$ cat config.mk
export PLATFORM = sky130hd
export DESIGN_NAME = ubrg_top
export DESIGN_NICKNAME = d
export VERILOG_FILES = /design/src/ubrg_pkg.sv /design/src/ubrg_prescaler.sv /design/src/ubrg_divider.sv /design/src/ubrg_top.sv
export SDC_FILE = /design/constraint.sdc
export NUM_CORES = 1
export LEC_CHECK = 0
export ABC_AREA = 1
export BUFFER_PORTS_ARGS = -buffer_cell sky130_fd_sc_hd__buf_2
export CAP_MARGIN = 30
export CORE_ASPECT_RATIO = 2
export CORE_MARGIN = 5
export CORE_UTILIZATION = 50
export CTS_CLUSTER_DIAMETER = 80
export CTS_CLUSTER_SIZE = 16
export DETAILED_ROUTE_END_ITERATION = 10
export PLACE_DENSITY_LB_ADDON = 0.05
export REMOVE_ABC_BUFFERS = 1
export SYNTH_ARGS = -nofsm -noshare
export SYNTH_HDL_FRONTEND = slang
export SYNTH_HIERARCHICAL = 1
export SYNTH_SLANG_ARGS = --single-unit
$ cat constraint.sdc
create_clock -name sys_clk -period 6.45 [get_ports sys_clk]
set_clock_uncertainty 0.15 [all_clocks]
set_input_delay 1.29 -clock sys_clk [delete_from_list [all_inputs] [get_ports sys_clk]]
set_output_delay 1.29 -clock sys_clk [all_outputs]
set_load 0.005 [all_outputs]
$ cat src/ubrg_pkg.sv
package ubrg_pkg;
    // register byte offsets on the axi4-lite slave
    localparam int ADDR_W = 5;
    localparam logic [4:0] OFS_MODE = 5'h00;
    localparam logic [4:0] OFS_CLKSEL = 5'h04;
    localparam logic [4:0] OFS_DIV = 5'h08;
    localparam logic [4:0] OFS_TXBUF = 5'h0c;
    localparam logic [4:0] OFS_STATUS = 5'h10;
    localparam logic [4:0] OFS_RXDATA = 5'h14;
    // serial_mode_reg field positions
    localparam int MODE_POWER_BIT = 7;
    localparam int MODE_TXE_BIT = 6;
    localparam int MODE_RXE_BIT = 5;
    // status register field positions
    localparam int ST_RX_VALID = 0;
    localparam int ST_STOP_OK = 1;
    localparam int ST_TX_BUSY = 2;
    localparam int ST_RX_BUSY = 3;
    localparam int ST_TX_PEND = 4;
    // widths and limits
    localparam int SEL_W = 4;
    localparam int K_W = 8;
    localparam int PRE_W = 10;
    localparam logic [3:0] SEL_MAX = 4'ha;
    localparam logic [3:0] FRAME_BITS = 4'hb;
    localparam logic [1:0] GAP_CLKS = 2'h2;
    // reset values
    localparam logic [3:0] SEL_RESET = 4'h0;
    localparam logic [7:0] K_RESET = 8'hff;
    // axi responses
    localparam logic [1:0] RESP_OKAY = 2'h0;
    localparam logic [1:0] RESP_SLVERR = 2'h2;

    typedef struct packed {
        logic power;
        logic txe;
        logic rxe;
        logic [SEL_W-1:0] sel;
        logic [K_W-1:0] k;
    } ubrg_cfg_t;

    typedef enum {TX_IDLE, TX_GAP, TX_SHIFT} ubrg_tx_state_t;
    typedef enum {RX_IDLE, RX_BUSY} ubrg_rx_state_t;
endpackage

$ cat src/ubrg_prescaler.sv
module ubrg_prescaler
    import ubrg_pkg::*;
(
    // clock and reset
    input wire logic sys_clk,
    input wire logic reset,
    // control
    input wire logic power,
    input wire logic [SEL_W-1:0] sel,
    // base clock enable
    output logic base_en
);
    logic [PRE_W-1:0] cnt_reg;
    logic [SEL_W-1:0] sel_c;
    logic [PRE_W-1:0] mask;
    logic hit;

    // codes above the top tap clamp to the slowest rate
    assign sel_c = (sel > SEL_MAX) ? SEL_MAX : sel;
    assign mask = (PRE_W'(1) << sel_c) - PRE_W'(1);
    assign hit = (cnt_reg & mask) == mask;

    // base clock is held low while powered down
    always_ff @(posedge sys_clk or posedge reset) begin
        if (reset) begin
            cnt_reg <= '0;
            base_en <= 1'b0;
        end else if (!power) begin
            cnt_reg <= '0;
            base_en <= 1'b0;
        end else begin
            cnt_reg <= cnt_reg + PRE_W'(1);
            base_en <= hit;
        end
    end
endmodule

$ cat src/ubrg_divider.sv
module ubrg_divider
    import ubrg_pkg::*;
(
    // clock and reset
    input wire logic sys_clk,
    input wire logic reset,
    // control
    input wire logic run,
    input wire logic clear,
    input wire logic base_en,
    input wire logic [K_W-1:0] k,
    // half-bit tick
    output logic half_tick
);
    logic [K_W-1:0] cnt_reg;
    logic wrap;

    // k of zero wraps after 256 base clocks
    assign wrap = cnt_reg == (k - 8'h01);

    // counts k base clocks per half bit, two halves per bit
    always_ff @(posedge sys_clk or posedge reset) begin
        if (reset) begin
            cnt_reg <= '0;
            half_tick <= 1'b0;
        end else if (!run || clear) begin
            cnt_reg <= '0;
            half_tick <= 1'b0;
        end else if (base_en) begin
            cnt_reg <= wrap ? '0 : cnt_reg + 8'h01;
            half_tick <= wrap;
        end else begin
            half_tick <= 1'b0;
        end
    end
endmodule

$ cat src/ubrg_top.sv
module ubrg_top
    import ubrg_pkg::*;
(
    // clock and reset
    input wire logic sys_clk,
    input wire logic reset,
    // axi4-lite write address
    input wire logic s_axi_awvalid,
    output logic s_axi_awready,
    input wire logic [ADDR_W-1:0] s_axi_awaddr,
    // axi4-lite write data
    input wire logic s_axi_wvalid,
    output logic s_axi_wready,
    input wire logic [31:0] s_axi_wdata,
    input wire logic [3:0] s_axi_wstrb,
    // axi4-lite write response
    output logic s_axi_bvalid,
    input wire logic s_axi_bready,
    output logic [1:0] s_axi_bresp,
    // axi4-lite read
    input wire logic s_axi_arvalid,
    output logic s_axi_arready,
    input wire logic [ADDR_W-1:0] s_axi_araddr,
    output logic s_axi_rvalid,
    input wire logic s_axi_rready,
    output logic [31:0] s_axi_rdata,
    output logic [1:0] s_axi_rresp,
    // serial pins and timing strobes
    input wire logic rxd,
    output logic txd,
    output logic base_tick,
    output logic tx_half_tick,
    output logic rx_half_tick,
    output logic rx_sample
);
    ////////////////////////////////////////////////////////////////////////
    function automatic logic addr_mapped(input logic [ADDR_W-1:0] a);
        addr_mapped = (a == OFS_MODE) || (a == OFS_CLKSEL) || (a == OFS_DIV) ||
                      (a == OFS_TXBUF) || (a == OFS_STATUS) || (a == OFS_RXDATA);
    endfunction

    ubrg_cfg_t cfg_reg;
    logic aw_full_reg, w_full_reg;
    logic [ADDR_W-1:0] awaddr_reg;
    logic [7:0] wdata_reg;
    logic wstrb0_reg;
    logic wr_fire, wr_en, wr_txbuf, wr_status;
    logic [31:0] rd_word;
    logic [7:0] mode_byte;
    logic [4:0] status_bits;

    logic tx_run, rx_run, tx_start;
    ubrg_tx_state_t tx_state_reg;
    logic tx_pend_reg;
    logic [7:0] tx_buf_reg;
    logic [9:0] tx_sh_reg;
    logic [3:0] tx_bit_reg;
    logic tx_phase_reg;
    logic [1:0] gap_reg;
    logic gap_done;

    ubrg_rx_state_t rx_state_reg;
    logic rxd_meta_reg, rxd_sync_reg, samp_reg, filt_reg, filt_prev_reg, base_prev_reg;
    logic rx_go, rx_take;
    logic rx_phase_reg;
    logic [3:0] rx_bit_reg;
    logic [10:0] rx_sh_reg;
    logic [7:0] rx_data_reg;
    logic rx_valid_reg, stop_ok_reg;

    ////////////////////////////////////////////////////////////////////////
    // write path decode: both halves held, then one write at a time
    assign wr_fire = aw_full_reg && w_full_reg && !s_axi_bvalid;
    assign wr_en = wr_fire && wstrb0_reg;
    assign wr_txbuf = wr_en && (awaddr_reg == OFS_TXBUF);
    assign wr_status = wr_en && (awaddr_reg == OFS_STATUS);

    // write address and data channels taken in either order
    always_ff @(posedge sys_clk or posedge reset) begin
        if (reset) begin
            s_axi_awready <= 1'b1;
            s_axi_wready <= 1'b1;
            aw_full_reg <= 1'b0;
            w_full_reg <= 1'b0;
            awaddr_reg <= '0;
            wdata_reg <= '0;
            wstrb0_reg <= 1'b0;
            s_axi_bvalid <= 1'b0;
            s_axi_bresp <= RESP_OKAY;
        end else begin
            if (s_axi_awvalid && s_axi_awready) begin
                awaddr_reg <= s_axi_awaddr;
                aw_full_reg <= 1'b1;
                s_axi_awready <= 1'b0;
            end
            if (s_axi_wvalid && s_axi_wready) begin
                wdata_reg <= s_axi_wdata[7:0];
                wstrb0_reg <= s_axi_wstrb[0];
                w_full_reg <= 1'b1;
                s_axi_wready <= 1'b0;
            end
            if (wr_fire) begin
                aw_full_reg <= 1'b0;
                w_full_reg <= 1'b0;
                s_axi_bvalid <= 1'b1;
                s_axi_bresp <= addr_mapped(awaddr_reg) ? RESP_OKAY : RESP_SLVERR;
            end else if (s_axi_bvalid && s_axi_bready) begin
                s_axi_bvalid <= 1'b0;
                s_axi_awready <= 1'b1;
                s_axi_wready <= 1'b1;
            end
        end
    end

    // control registers; registers are byte wide, only lane 0 counts
    always_ff @(posedge sys_clk or posedge reset) begin
        if (reset) begin
            cfg_reg <= '{power: 1'b0, txe: 1'b0, rxe: 1'b0, sel: SEL_RESET, k: K_RESET};
        end else if (wr_en) begin
            if (awaddr_reg == OFS_MODE) begin
                cfg_reg.power <= wdata_reg[MODE_POWER_BIT];
                cfg_reg.txe <= wdata_reg[MODE_TXE_BIT];
                cfg_reg.rxe <= wdata_reg[MODE_RXE_BIT];
            end
            if (awaddr_reg == OFS_CLKSEL) begin
                cfg_reg.sel <= wdata_reg[SEL_W-1:0];
            end
            if (awaddr_reg == OFS_DIV) begin
                cfg_reg.k <= wdata_reg;
            end
        end
    end

    ////////////////////////////////////////////////////////////////////////
    // read path
    assign mode_byte = {cfg_reg.power, cfg_reg.txe, cfg_reg.rxe, 5'h00};
    assign status_bits = {tx_pend_reg, rx_state_reg == RX_BUSY, tx_state_reg != TX_IDLE,
                          stop_ok_reg, rx_valid_reg};
    assign rd_word = (s_axi_araddr == OFS_MODE) ? {24'h000000, mode_byte} :
                     (s_axi_araddr == OFS_CLKSEL) ? {28'h0000000, cfg_reg.sel} :
                     (s_axi_araddr == OFS_DIV) ? {24'h000000, cfg_reg.k} :
                     (s_axi_araddr == OFS_TXBUF) ? {24'h000000, tx_buf_reg} :
                     (s_axi_araddr == OFS_STATUS) ? {27'h0000000, status_bits} :
                     (s_axi_araddr == OFS_RXDATA) ? {24'h000000, rx_data_reg} : 32'h00000000;

    // one read at a time; data captured with the address
    always_ff @(posedge sys_clk or posedge reset) begin
        if (reset) begin
            s_axi_arready <= 1'b1;
            s_axi_rvalid <= 1'b0;
            s_axi_rdata <= '0;
            s_axi_rresp <= RESP_OKAY;
        end else if (s_axi_arvalid && s_axi_arready) begin
            s_axi_arready <= 1'b0;
            s_axi_rvalid <= 1'b1;
            s_axi_rdata <= rd_word;
            s_axi_rresp <= addr_mapped(s_axi_araddr) ? RESP_OKAY : RESP_SLVERR;
        end else if (s_axi_rvalid && s_axi_rready) begin
            s_axi_rvalid <= 1'b0;
            s_axi_arready <= 1'b1;
        end
    end

    ////////////////////////////////////////////////////////////////////////
    // base clock and the two dividers
    assign tx_run = cfg_reg.power && cfg_reg.txe;
    assign rx_run = cfg_reg.power && cfg_reg.rxe;

    ubrg_prescaler u_pre (
        .sys_clk(sys_clk),
        .reset(reset),
        .power(cfg_reg.power),
        .sel(cfg_reg.sel),
        .base_en(base_tick)
    );

    // tx counter restarts on every frame start, otherwise free-runs
    ubrg_divider u_tx_div (
        .sys_clk(sys_clk),
        .reset(reset),
        .run(tx_run),
        .clear(tx_start),
        .base_en(base_tick),
        .k(cfg_reg.k),
        .half_tick(tx_half_tick)
    );

    // rx counter only runs inside a frame
    ubrg_divider u_rx_div (
        .sys_clk(sys_clk),
        .reset(reset),
        .run(rx_run && (rx_state_reg == RX_BUSY)),
        .clear(rx_go),
        .base_en(base_tick),
        .k(cfg_reg.k),
        .half_tick(rx_half_tick)
    );

    ////////////////////////////////////////////////////////////////////////
    // transmit sequencing
    assign gap_done = (tx_state_reg == TX_GAP) && (gap_reg == GAP_CLKS);
    // a start from idle waits for the clock after a base tick, the phase a chained start has,
    // so the first frame's bits are as long as the later ones
    assign tx_start = tx_run && (((tx_state_reg == TX_IDLE) && tx_pend_reg && base_prev_reg) || gap_done);

    // one pending byte; a write while full is dropped unless a frame starts in that cycle
    always_ff @(posedge sys_clk or posedge reset) begin
        if (reset) begin
            tx_pend_reg <= 1'b0;
            tx_buf_reg <= '0;
        end else if (!cfg_reg.power) begin
            tx_pend_reg <= 1'b0;
        end else if (wr_txbuf && (!tx_pend_reg || tx_start)) begin
            tx_pend_reg <= 1'b1;
            tx_buf_reg <= wdata_reg;
        end else if (tx_start) begin
            tx_pend_reg <= 1'b0;
        end
    end

    // start, 8 data lsb first, even parity, stop; new bit every 2 ticks
    always_ff @(posedge sys_clk or posedge reset) begin
        if (reset) begin
            tx_state_reg <= TX_IDLE;
            txd <= 1'b1;
            tx_sh_reg <= '0;
            tx_bit_reg <= '0;
            tx_phase_reg <= 1'b0;
            gap_reg <= '0;
        end else if (!tx_run) begin
            tx_state_reg <= TX_IDLE;
            txd <= 1'b1;
        end else if (tx_start) begin
            tx_state_reg <= TX_SHIFT;
            txd <= 1'b0;
            tx_sh_reg <= {1'b1, ^tx_buf_reg, tx_buf_reg};
            tx_bit_reg <= '0;
            tx_phase_reg <= 1'b0;
        end else begin
            unique case (tx_state_reg)
                TX_IDLE: begin
                    txd <= 1'b1;
                end
                TX_GAP: begin
                    if (base_tick) begin
                        gap_reg <= gap_reg + 2'h1;
                    end
                end
                TX_SHIFT: begin
                    if (tx_half_tick) begin
                        tx_phase_reg <= !tx_phase_reg;
                        if (tx_phase_reg && (tx_bit_reg == FRAME_BITS - 4'h1)) begin
                            // stop bit done: chain or fall idle
                            tx_state_reg <= tx_pend_reg ? TX_GAP : TX_IDLE;
                            gap_reg <= '0;
                            txd <= 1'b1;
                        end else if (tx_phase_reg) begin
                            tx_bit_reg <= tx_bit_reg + 4'h1;
                            txd <= tx_sh_reg[0];
                            tx_sh_reg <= {1'b1, tx_sh_reg[9:1]};
                        end
                    end
                end
            endcase
        end
    end

    ////////////////////////////////////////////////////////////////////////
    // rxd crossing and match filter; the filter adds the two-clock margin
    always_ff @(posedge sys_clk or posedge reset) begin
        if (reset) begin
            rxd_meta_reg <= 1'b1;
            rxd_sync_reg <= 1'b1;
            samp_reg <= 1'b1;
            filt_reg <= 1'b1;
            filt_prev_reg <= 1'b1;
            base_prev_reg <= 1'b0;
        end else begin
            base_prev_reg <= base_tick;
            rxd_meta_reg <= rxd;
            rxd_sync_reg <= rxd_meta_reg;
            filt_prev_reg <= filt_reg;
            if (!cfg_reg.power) begin
                samp_reg <= 1'b1;
                filt_reg <= 1'b1;
            end else if (base_tick) begin
                samp_reg <= rxd_sync_reg;
                if (samp_reg == rxd_sync_reg) begin
                    filt_reg <= samp_reg;
                end
            end
        end
    end

    // receive sequencing; first tick lands mid start bit
    assign rx_go = rx_run && (rx_state_reg == RX_IDLE) && filt_prev_reg && !filt_reg;
    assign rx_take = rx_half_tick && !rx_phase_reg;

    always_ff @(posedge sys_clk or posedge reset) begin
        if (reset) begin
            rx_state_reg <= RX_IDLE;
            rx_phase_reg <= 1'b0;
            rx_bit_reg <= '0;
            rx_sh_reg <= '0;
            rx_data_reg <= '0;
            stop_ok_reg <= 1'b0;
            rx_sample <= 1'b0;
        end else begin
            rx_sample <= rx_take;
            if (!rx_run) begin
                rx_state_reg <= RX_IDLE;
            end else if (rx_go) begin
                rx_state_reg <= RX_BUSY;
                rx_phase_reg <= 1'b0;
                rx_bit_reg <= '0;
            end else if (rx_state_reg == RX_BUSY && rx_half_tick) begin
                rx_phase_reg <= !rx_phase_reg;
                if (rx_take) begin
                    rx_sh_reg <= {filt_reg, rx_sh_reg[10:1]};
                    rx_bit_reg <= rx_bit_reg + 4'h1;
                    if ((rx_bit_reg == 4'h0) && filt_reg) begin
                        rx_state_reg <= RX_IDLE; // glitch, not a start bit
                    end else if (rx_bit_reg == FRAME_BITS - 4'h1) begin
                        rx_data_reg <= rx_sh_reg[9:2];
                        stop_ok_reg <= filt_reg;
                        rx_state_reg <= RX_IDLE;
                    end
                end
            end
        end
    end

    // frame-received flag: write one to clear, a new frame wins
    always_ff @(posedge sys_clk or posedge reset) begin
        if (reset) begin
            rx_valid_reg <= 1'b0;
        end else if (rx_take && rx_state_reg == RX_BUSY && rx_bit_reg == FRAME_BITS - 4'h1) begin
            rx_valid_reg <= 1'b1;
        end else if (wr_status && wdata_reg[ST_RX_VALID]) begin
            rx_valid_reg <= 1'b0;
        end
    end
endmodule

==> impl_metrics.json, run 1 <==
{
  "crit_fanout": 24,
  "netlist_area_um2": 7730,
  "antenna_found_initial": 0,
  "postSynthCellCount": 989,
  "dieHeight_um": 186,
  "endpoint_kind": "flop",
  "ys_ff_latch": 136,
  "rsz0062_at_grt": "false",
  "drv_cap": 0,
  "post_cts_buffers": 0,
  "core_area_um2": 15300,
  "wirelength_mm": 17.9,
  "wl_per_cell_um": 14.4,
  "seq_area_frac_synth_pct": 44.3,
  "grt_pass1_vias": 6211,
  "power_density_nw_per_um2": 354,
  "status": "finished clean",
  "viasPerCell": 5.02,
  "grt_pass1_wl_mm": 29.7,
  "clk_pin_slew_worst_paths_ns": 0.06,
  "drive_gt1_share_pct": 15.6,
  "hold_viol": 0,
  "vias": 6258,
  "yosysWarnings": 6,
  "syn_to_final_growth_pct": 11.1,
  "htree_levels": 4,
  "synth-edff-count": 0,
  "largest_reg_flops": 15,
  "cts_resized": 0,
  "final_core_util_pct": 56.2,
  "grt_max_degree": 59,
  "track_usage_pct": 20.6,
  "drt-initial-drc-count": 317,
  "io_buffers": 46,
  "tightest_slew_ns": 0.935,
  "cp.required_ns": 6.66,
  "vdd_drop_max_mv": 0.201,
  "clockRootBuffer": "clkbuf_16",
  "grt_overflow": 0,
  "r2r-start": "cfg_reg[14]$_DFFE_PP0P_",
  "r2r_slack_ns": 3.72,
  "dieWidth_um": 97.9,
  "ff2ff_path_depth": 7,
  "final_common_cell": "nand2_1",
  "dp_hpwl_mm": 13.2,
  "cts_tree": "yes",
  "setup_violations": 0,
  "yosysUniqueCellTypes": 41,
  "hp-class": "reg2reg",
  "min_period_ns": 2.73,
  "clock.fmax_mhz": 366,
  "hold_start": "rxd_meta_reg$_DFF_PP1_",
  "slew-limit-headroom_pct": 37.2,
  "clk_latency_ns": 0.42,
  "n_antenna_cell": 0,
  "layout_setup_ws_ns": 3.72,
  "slowest_stage": "nor3_1",
  "layout_common_cells": "nand2_1, dfrtp_1, inv_1, o21ai_0, nor2_1",
  "drc": 0,
  "crit_family": "simple AND/OR/NAND/NOR gates",
  "drtPass1Iterations": 5,
  "synthArstFlopShare_pct": 100,
  "gp_congestion": 0.823,
  "cts.sinks": 136,
  "fp-row-count": 64,
  "start_util_pct": 50.6,
  "synthFlopType": "dfrtp_1",
  "ios": 100,
  "antenna_left": 0,
  "worstSetupPathType": "reg2reg",
  "cp_cell_sequence": "nand2_2 > clkinv_2 > nand2_2 > inv_1 > nor3_1 > nand2_1 > nand2_1",
  "ctsHoldBuffers": 0,
  "critPathLaunchType": "flop",
  "syn_avg_cell_area_um2": 7.82,
  "worstReg2RegEnd": "u_tx_div/cnt_reg[6]$_DFFE_PP0P_",
  "place_ws_ns": 3.54,
  "worstHoldEndpoint": "rxd_sync_reg$_DFF_PP1_",
  "dieArea_um2": 18200,
  "whs_path_depth": 0,
  "final_max_slew_viol_count": 0,
  "clock_path_buffers": 2,
  "path_buf_inv": 2,
  "period_share_pct": 42.3,
  "nNetsFinal": 1104,
  "crit_arrival_ns": 2.94,
  "leakagePower_nw": 4.34,
  "cts_buffers": 17,
  "slowest_delay_ns": 0.76,
  "fin_setup_tns_ns": 0
}
## metal layers
layer	up-vias	GRT usage (%)	share of wire [%]
met1	2930	22.1	40
met4	0	10.9	3.9
li1	3188	-	-
met5	-	0	0
met3	32	3.79	3.0
met2	108	38.1	53
## cell usage after synthesis, types with 2 or more instances
master | n | area (um2)
o211ai_1 | 5 | 37.5
nand4_4 | 4 | 85.1
buf_2 | 7 | 35.0
dfstp_2 | 17 | 447
xnor2_1 | 8 | 70.1
o21ai_0 | 77 | 385
clkbuf_2 | 2 | 10.0
nor2_4 | 5 | 56.3
dfrtp_1 | 119 | 2980
nor4_1 | 2 | 12.5
nand4_1 | 20 | 125
nand3_1 | 61 | 305
nand2_2 | 9 | 56.3
nor3_2 | 5 | 50.1
clkbuf_1 | 3 | 11.3
o21ai_2 | 17 | 149
buf_4 | 30 | 225
o21ai_1 | 4 | 20.0
o21bai_1 | 3 | 22.5
nor2_2 | 7 | 43.8
nand3_2 | 7 | 70.1
nor3_1 | 9 | 45.0
xor2_1 | 25 | 219
inv_2 | 9 | 33.8
nor2_1 | 73 | 274
buf_6 | 4 | 45.0
ha_1 | 15 | 188
clkinv_1 | 4 | 15.0
nand2_1 | 296 | 1110
a21oi_1 | 18 | 90.1
inv_1 | 114 | 428
## final cells by class
| cell class | instances | area, um2 |
|---|---|---|
| clock buffers | 21 | 450 |
| well taps | 198 | 248 |
| fillers | 1475 | 6700 |
| clock inverters | 11 | 148 |
| repair buffers | 48 | 245 |
| flip-flops and latches | 136 | 3420 |
| multi-input cells | 704 | 3590 |
| inverters | 128 | 484 |
## cell families after synthesis
| group | Yosys count | synth area share [%] |
|---|---|---|
| and+or+nand+nor | 501 | 29.4 |
| buffers and inverters | 174 | 10.5 |
| DFF | 136 | 44.3 |
| AOI/OAI and AO/OA | 128 | 9.48 |
| xor gates and xnor gates | 33 | 3.74 |
| adders and majority gates | 15 | 2.43 |
| other | 1 | 0.0485 |
| muxes | 1 | 0.146 |
## stage by stage
| stage | cells | hold WS, ns | area, um2 | total power [mW] |
|---|---|---|---|---|
| 2_1_floorplan | 968 | 0.195 | 7500 | 1.82 |
| 3_5_place_dp | 1214 | 0.198 | 8000 | 2.06 |
| 4_1_cts | 1246 | 0.208 | 8590 | 3.07 |
| 6_report | 1246 | 0.206 | 8590 | 3.04 |
| 3_3_place_gp | 1214 | 0.197 | 8000 | 2.05 |
| 5_1_grt | 1246 | 0.214 | 8590 | 3.25 |
## report_power, final
group	internal, mW	switching [mW]	total, mW
sequential	0.999	0.175	1.17
combinational	0.314	0.554	0.868
clock	0.619	0.382	1.00
## how the worst max path moves through the flow
stage | start | end | cells after the start
2_1_floorplan | reset | aw_full_reg$_DFFE_PP0P_ | 1
3_3_place_gp | reset | rx_sh_reg[9]$_DFFE_PP0P_ | 3
3_5_place_dp | s_axi_arvalid | s_axi_rdata[2]$_DFFE_PP0P_ | 8
4_1_cts | cfg_reg[14]$_DFFE_PP0P_ | u_tx_div/cnt_reg[6]$_DFFE_PP0P_ | 7
5_1_grt | cfg_reg[14]$_DFFE_PP0P_ | u_tx_div/cnt_reg[4]$_DFFE_PP0P_ | 7
6_report | cfg_reg[14]$_DFFE_PP0P_ | u_tx_div/cnt_reg[6]$_DFFE_PP0P_ | 7
No activity file was read; power rests on OpenSTA's default activity.
==> inputs of run 2 (changes only) <==
==> constraint.sdc (replaced) <==
create_clock -name sys_clk -period 2.2 [get_ports sys_clk]
set_clock_uncertainty 0.15 [all_clocks]
set_input_delay 0.44 -clock sys_clk [delete_from_list [all_inputs] [get_ports sys_clk]]
set_output_delay 0.44 -clock sys_clk [all_outputs]
set_load 0.005 [all_outputs]
==> impl_metrics.json, run 2 (same netlist as run 1, synthesis figures left out) <==
{
  "final_common_cell": "nand2_1",
  "hold_start": "s_axi_wvalid",
  "wirelength_mm": 18.3,
  "antenna_left": 0,
  "clk_pin_slew_worst_paths_ns": 0.06,
  "dp_hpwl_mm": 14.0,
  "fin_setup_tns_ns": 0,
  "io_buffers": 46,
  "drt-initial-drc-count": 333,
  "crit_fanout": 23,
  "grt_pass1_wl_mm": 30.8,
  "antenna_found_initial": 1,
  "period_share_pct": 91.7,
  "syn_to_final_growth_pct": 14.0,
  "dieWidth_um": 97.9,
  "viasPerCell": 4.96,
  "tightest_slew_ns": 0.560,
  "r2r-start": "tx_state_reg[0]$_DFFE_PP0P_",
  "place_ws_ns": 0.0946,
  "largest_reg_flops": 15,
  "hp-class": "in2reg",
  "min_period_ns": 2.02,
  "dpl_cell_area_um2": 8180,
  "start_util_pct": 50.6,
  "worstSetupPathType": "reg2reg",
  "layout_setup_ws_ns": 0.182,
  "status": "finished clean",
  "cp.required_ns": 2.34,
  "clockRootBuffer": "clkbuf_16",
  "wl_per_cell_um": 14.4,
  "crit_arrival_ns": 2.15,
  "cts.sinks": 136,
  "endpoint_kind": "flop",
  "rsz0062_at_grt": "false",
  "grt_overflow": 0,
  "grt_pass1_vias": 6357,
  "dieArea_um2": 18200,
  "drive_gt1_share_pct": 17.4,
  "ff2ff_path_depth": 10,
  "gp_congestion": 0.839,
  "drtPass1Iterations": 6,
  "cts_tree": "yes",
  "stdcell_area_um2": 8820,
  "slew-limit-headroom_pct": 62.5,
  "drv_cap": 0,
  "vdd_drop_max_mv": 0.594,
  "whs_path_depth": 2,
  "drc": 0,
  "htree_levels": 4,
  "cts_buffers": 17,
  "hold_viol": 0,
  "nNetsFinal": 1125,
  "clock_path_buffers": 2,
  "finalPower_mw": 9.03,
  "core_area_um2": 15300,
  "vias": 6294,
  "power_density_nw_per_um2": 1020,
  "ios": 100,
  "setup_violations": 0,
  "dieHeight_um": 186,
  "finalNonFillerCells": 1268,
  "layout_common_cells": "nand2_1, dfrtp_1, inv_1, o21ai_0, nor2_1",
  "clock.fmax_mhz": 495,
  "place_inst": 1233,
  "final_max_slew_viol_count": 0,
  "crit_start": "tx_state_reg[0]$_DFFE_PP0P_",
  "clk_latency_ns": 0.42,
  "grt_max_degree": 43,
  "track_usage_pct": 21.4,
  "fp-row-count": 64,
  "leakagePower_nw": 4.49,
  "critPathLaunchType": "flop"
}
==> run 2: final timing paths <==
path / slack, ns / endpoint
max: 0.18 / tx_pend_reg$_DFFE_PP0P_
min: 0.04 / s_axi_wready$_DFF_PP1_
max reg2reg: 0.18 / tx_pend_reg$_DFFE_PP0P_
min reg2reg: 0.21 / rxd_sync_reg$_DFF_PP1_
max in group asynchronous: 0.80 / txd$_DFFE_PP1P_
min in group asynchronous: 0.49 / u_tx_div/cnt_reg[1]$_DFFE_PP0P_
==> run 2: layer usage <==
layer  wire (um)  global-route usage, %  vias up  part of all wire (%)
li1            -                      -     3227                     -
met1        7030                   22.9     2935                    39
met2       10100                   40.6      102                    55
met3         585                   3.90       30                   3.2
met4         533                   9.04        0                   2.9
met5           0                      0        -                     0
==> run 2: where the power goes <==
part           total, mW  switching [mW]  internal (mW)  leakage [nW]
logic               2.66            1.69          0.973          2.39
clock network       2.96            1.13           1.83         0.300
registers           3.41           0.482           2.93          1.80
total               9.03            3.30           5.73          4.49
==> run 2: per-stage QoR <==
| step | utilization (%) | hold slack [ns] |
|---|---|---|
| floorplan | - | 0.118 |
| global placement | 53.5 | 0.200 |
| detailed placement | 53.5 | 0.201 |
| CTS | 57.6 | 0.0252 |
| global route | 57.7 | 0.0378 |
| finish | 57.7 | 0.0385 |
==> run 2: critical path, cell delays in order, from the launching register on <==
cell and delay, ns:
dfrtp_1 0.36, inv_1 0.08, ha_1 0.21, nand3_1 0.09, nand2_1 0.09, nand2_2 0.07, buf_4 0.24, nand2_1 0.14
nand3_2 0.09, buf_4 0.24, o21ai_0 0.13
==> run 2: timing repair <==
item / CTS / global route
hold buffers: 2 / 0
gates resized for setup: 0 / 2
setup endpoints to repair: 0 / 15
buffers inserted: 0 / 0
endpoints found under the hold margin: 50 / 0
==> run 2: area by class of cell <==
type                            instances  area [um2]
Multi-Input combinational cell        704        3600
Fill cell                            1478        6480
Sequential cell                       136        3420
Inverter                              128         484
Timing Repair Buffer                   69         445
Clock inverter                         13         168
Antenna cell                            1        2.50
Clock buffer                           19         443
Tap cell                              198         248
==> inputs of run 3 (changes only) <==
--- a/config.mk
+++ b/config.mk
@@ -5,7 +5,6 @@
 export SDC_FILE = /design/constraint.sdc
 export NUM_CORES = 1
 export LEC_CHECK = 0
-export ABC_AREA = 1
 export BUFFER_PORTS_ARGS = -buffer_cell sky130_fd_sc_hd__buf_2
 export CAP_MARGIN = 30
 export CORE_ASPECT_RATIO = 2
==> impl_metrics.json, run 3 <==
{
  "synth_compound_area_share_pct": 12.4,
  "slowest_stage": "dfstp_2",
  "rsz0062_at_grt": "true",
  "layout_common_cells": "dfrtp_1, mux2_2, buf_4, nand2_1, o21ai_0",
  "min_period_ns": 2.39,
  "slowest_delay_ns": 0.60,
  "p_int_mw": 5.98,
  "wirelength_mm": 18.1,
  "syn_avg_cell_area_um2": 10.6,
  "drtPass1Iterations": 4,
  "vias": 5570,
  "yosys.area.top_type": "dfrtp_1",
  "crit_fanout": 6,
  "antenna_found_initial": 0,
  "cp.required_ns": 2.32,
  "nNetsFinal": 863,
  "yosysTopAreaCellShare_pct": 40.8,
  "path_buf_inv": 2,
  "clk_pin_slew_worst_paths_ns": 0.07,
  "cts_tree": "yes",
  "switching_power_mw": 3.09,
  "synthFlopType": "dfrtp_1",
  "antenna_left": 0,
  "synth-edff-count": 0,
  "track_usage_pct": 21.8,
  "n_antenna_cell": 0,
  "ys_ff_latch": 136,
  "whs_ns": 0.0617,
  "cts.sinks": 136,
  "violations": "negative setup slack",
  "final_common_cell": "dfrtp_1",
  "fin_setup_tns_ns": -2.63,
  "start_util_pct": 50.8,
  "yosysUniqueCellTypes": 75,
  "viasPerCell": 5.58,
  "cp_cell_sequence": "inv_1 > ha_4 > xnor2_1 > a2111oi_2 > buf_4 > nand2_4 > nor4_4 > o22ai_1",
  "largest_reg_flops": 15,
  "io_buffers": 46,
  "yosys-top-cells-area": "dfrtp_1, mux2_2, dfstp_2",
  "synth_common_cells": "dfrtp_1, mux2_2, o21ai_0, nand2_1, xnor2_1",
  "endpoint_kind": "flop",
  "synth_simple_gate_area_share_pct": 16.5,
  "combPwrFrac_pct": 32.5,
  "place_inst": 957,
  "slew-limit-headroom_pct": 62.9,
  "clk_latency_ns": 0.42,
  "clockRootBuffer": "clkbuf_16",
  "status": "complete, but fails checks",
  "dieArea_um2": 17200,
  "finalNonFillerCells": 999,
  "power_density_nw_per_um2": 1030,
  "syn_to_final_growth_pct": 20.8,
  "grt_pass1_wl_mm": 29.4,
  "grt_overflow": 0,
  "dp_hpwl_mm": 13.5,
  "htree_levels": 4,
  "leakagePower_nw": 4.03,
  "netlist_area_um2": 7290,
  "tightest_slew_ns": 0.556,
  "wl_per_cell_um": 18.1,
  "hold_viol": 0,
  "period_share_pct": 109,
  "postSynthCellCount": 686,
  "crit_family": "flip-flops",
  "vdd_drop_max_mv": 0.693,
  "p_seq_share_pct": 36.4,
  "hp-class": "in2reg",
  "yosysWarnings": 6,
  "seq_area_frac_synth_pct": 47.0,
  "final_max_slew_viol_count": 0,
  "synthAdderAreaFrac_pct": 2.57,
  "final_core_util_pct": 61.4,
  "grt_pass1_vias": 5900,
  "worstSetupPathType": "reg2reg",
  "cts_buffers": 17,
  "ios": 100,
  "layout_setup_ws_ns": -0.188,
  "synth-xor-area-share_pct": 4.68,
  "drv_cap": 0,
  "clock_path_buffers": 2,
  "synth_most_common_cell": "dfrtp_1",
  "drc": 0,
  "drt-initial-drc-count": 251,
  "dieHeight_um": 181,
  "synthArstFlopShare_pct": 100,
  "synth_top_family_by_area": "simple AND/OR/NAND/NOR gates",
  "crit_arrival_ns": 2.50,
  "fp-row-count": 62,
  "core_area_um2": 14400,
  "grt_max_degree": 43,
  "dieWidth_um": 95.4,
  "critPathLaunchType": "flop",
  "gp_congestion": 0.825,
  "setup_violations": 18,
  "switching_share_pct": 34.1,
  "synthMuxAreaShare_pct": 11.2,
  "p_clk_share_pct": 31.1,
  "drive_gt1_share_pct": 31.6,
  "clock.fmax_mhz": 419
}
run 3: cell families after synthesis:
logic type | after synthesis
and+or+nand+nor | 203
adders and majority gates | 15
DFF | 136
other | 1
buffers and inverters | 77
AOI/OAI and AO/OA | 141
xor gates and xnor gates | 39
muxes | 74
run 3: power groups by stage:
stage                     clock network, mW  registers (mW)  logic [mW]
after floorplan                           0            3.35        1.58
after global placement                    0            3.33        2.53
after detailed placement                  0            3.34        2.60
after CTS                              2.88            3.30        2.81
after global routing                   3.00            3.36        3.21
final                                  2.82            3.30        2.95
run 3: worst paths after layout:
path                                        startpoint                         endpoint  slack (ns)  cells after the start
worst max-delay path            cfg_reg[0]$_DFFE_PP1P_  u_tx_div/cnt_reg[6]$_DFFE_PP0P_       -0.19                      8
worst min-delay path                     s_axi_awvalid          s_axi_awready$_DFF_PP1_        0.06                      2
worst max register to register  cfg_reg[0]$_DFFE_PP1P_  u_tx_div/cnt_reg[6]$_DFFE_PP0P_       -0.19                      8
worst min register to register  rxd_meta_reg$_DFF_PP1_           rxd_sync_reg$_DFF_PP1_        0.20                      0
max in group asynchronous                        reset          filt_prev_reg$_DFF_PP1_        0.71                      4
min in group asynchronous                        reset  u_tx_div/cnt_reg[0]$_DFFE_PP0P_        0.46                      3
run 3: cell type report:
type | instances | area [um2]
multi-input combinational | 498 | 3680
inverter | 29 | 111
clock buffer | 17 | 425
clock inverter | 15 | 159
timing repair buffer | 112 | 769
sequential | 136 | 3420
tap | 192 | 240
fill | 1193 | 5540
run 3: per-stage QoR:
step / power (mW) / area [um2] / setup WS (ns)
floorplan: 4.93 / 7080 / -1.18
global placement: 5.85 / 7980 / -0.316
detailed placement: 5.94 / 7980 / -0.402
CTS: 8.99 / 8700 / -0.158
global route: 9.57 / 8810 / -0.289
finish: 9.06 / 8810 / -0.188
run 3: repair_timing:
action                                 CTS  global route
setup buffers                            4             4
setup endpoints to repair               18            20
endpoints found under the hold margin   30             0
gates resized for setup                 22            16
hold buffers                             2             0
pin swaps                               13             4
run 3: routing by layer:
metal | up-vias | global-route usage, % | share of wire, %
li1 | 2637 | - | -
met1 | 2822 | 23.6 | 38
met3 | 20 | 3.41 | 2.0
met2 | 91 | 41.1 | 58
met4 | 0 | 7.70 | 1.7
met5 | - | 0 | 0
run 3: worst reg2reg max path, cell delays in order (launching register included):
cell	delay (ns)
dfstp_2	0.60
inv_1	0.10
ha_4	0.22
xnor2_1	0.13
a2111oi_2	0.28
buf_4	0.21
nand2_4	0.07
nor4_4	0.36
o22ai_1	0.14
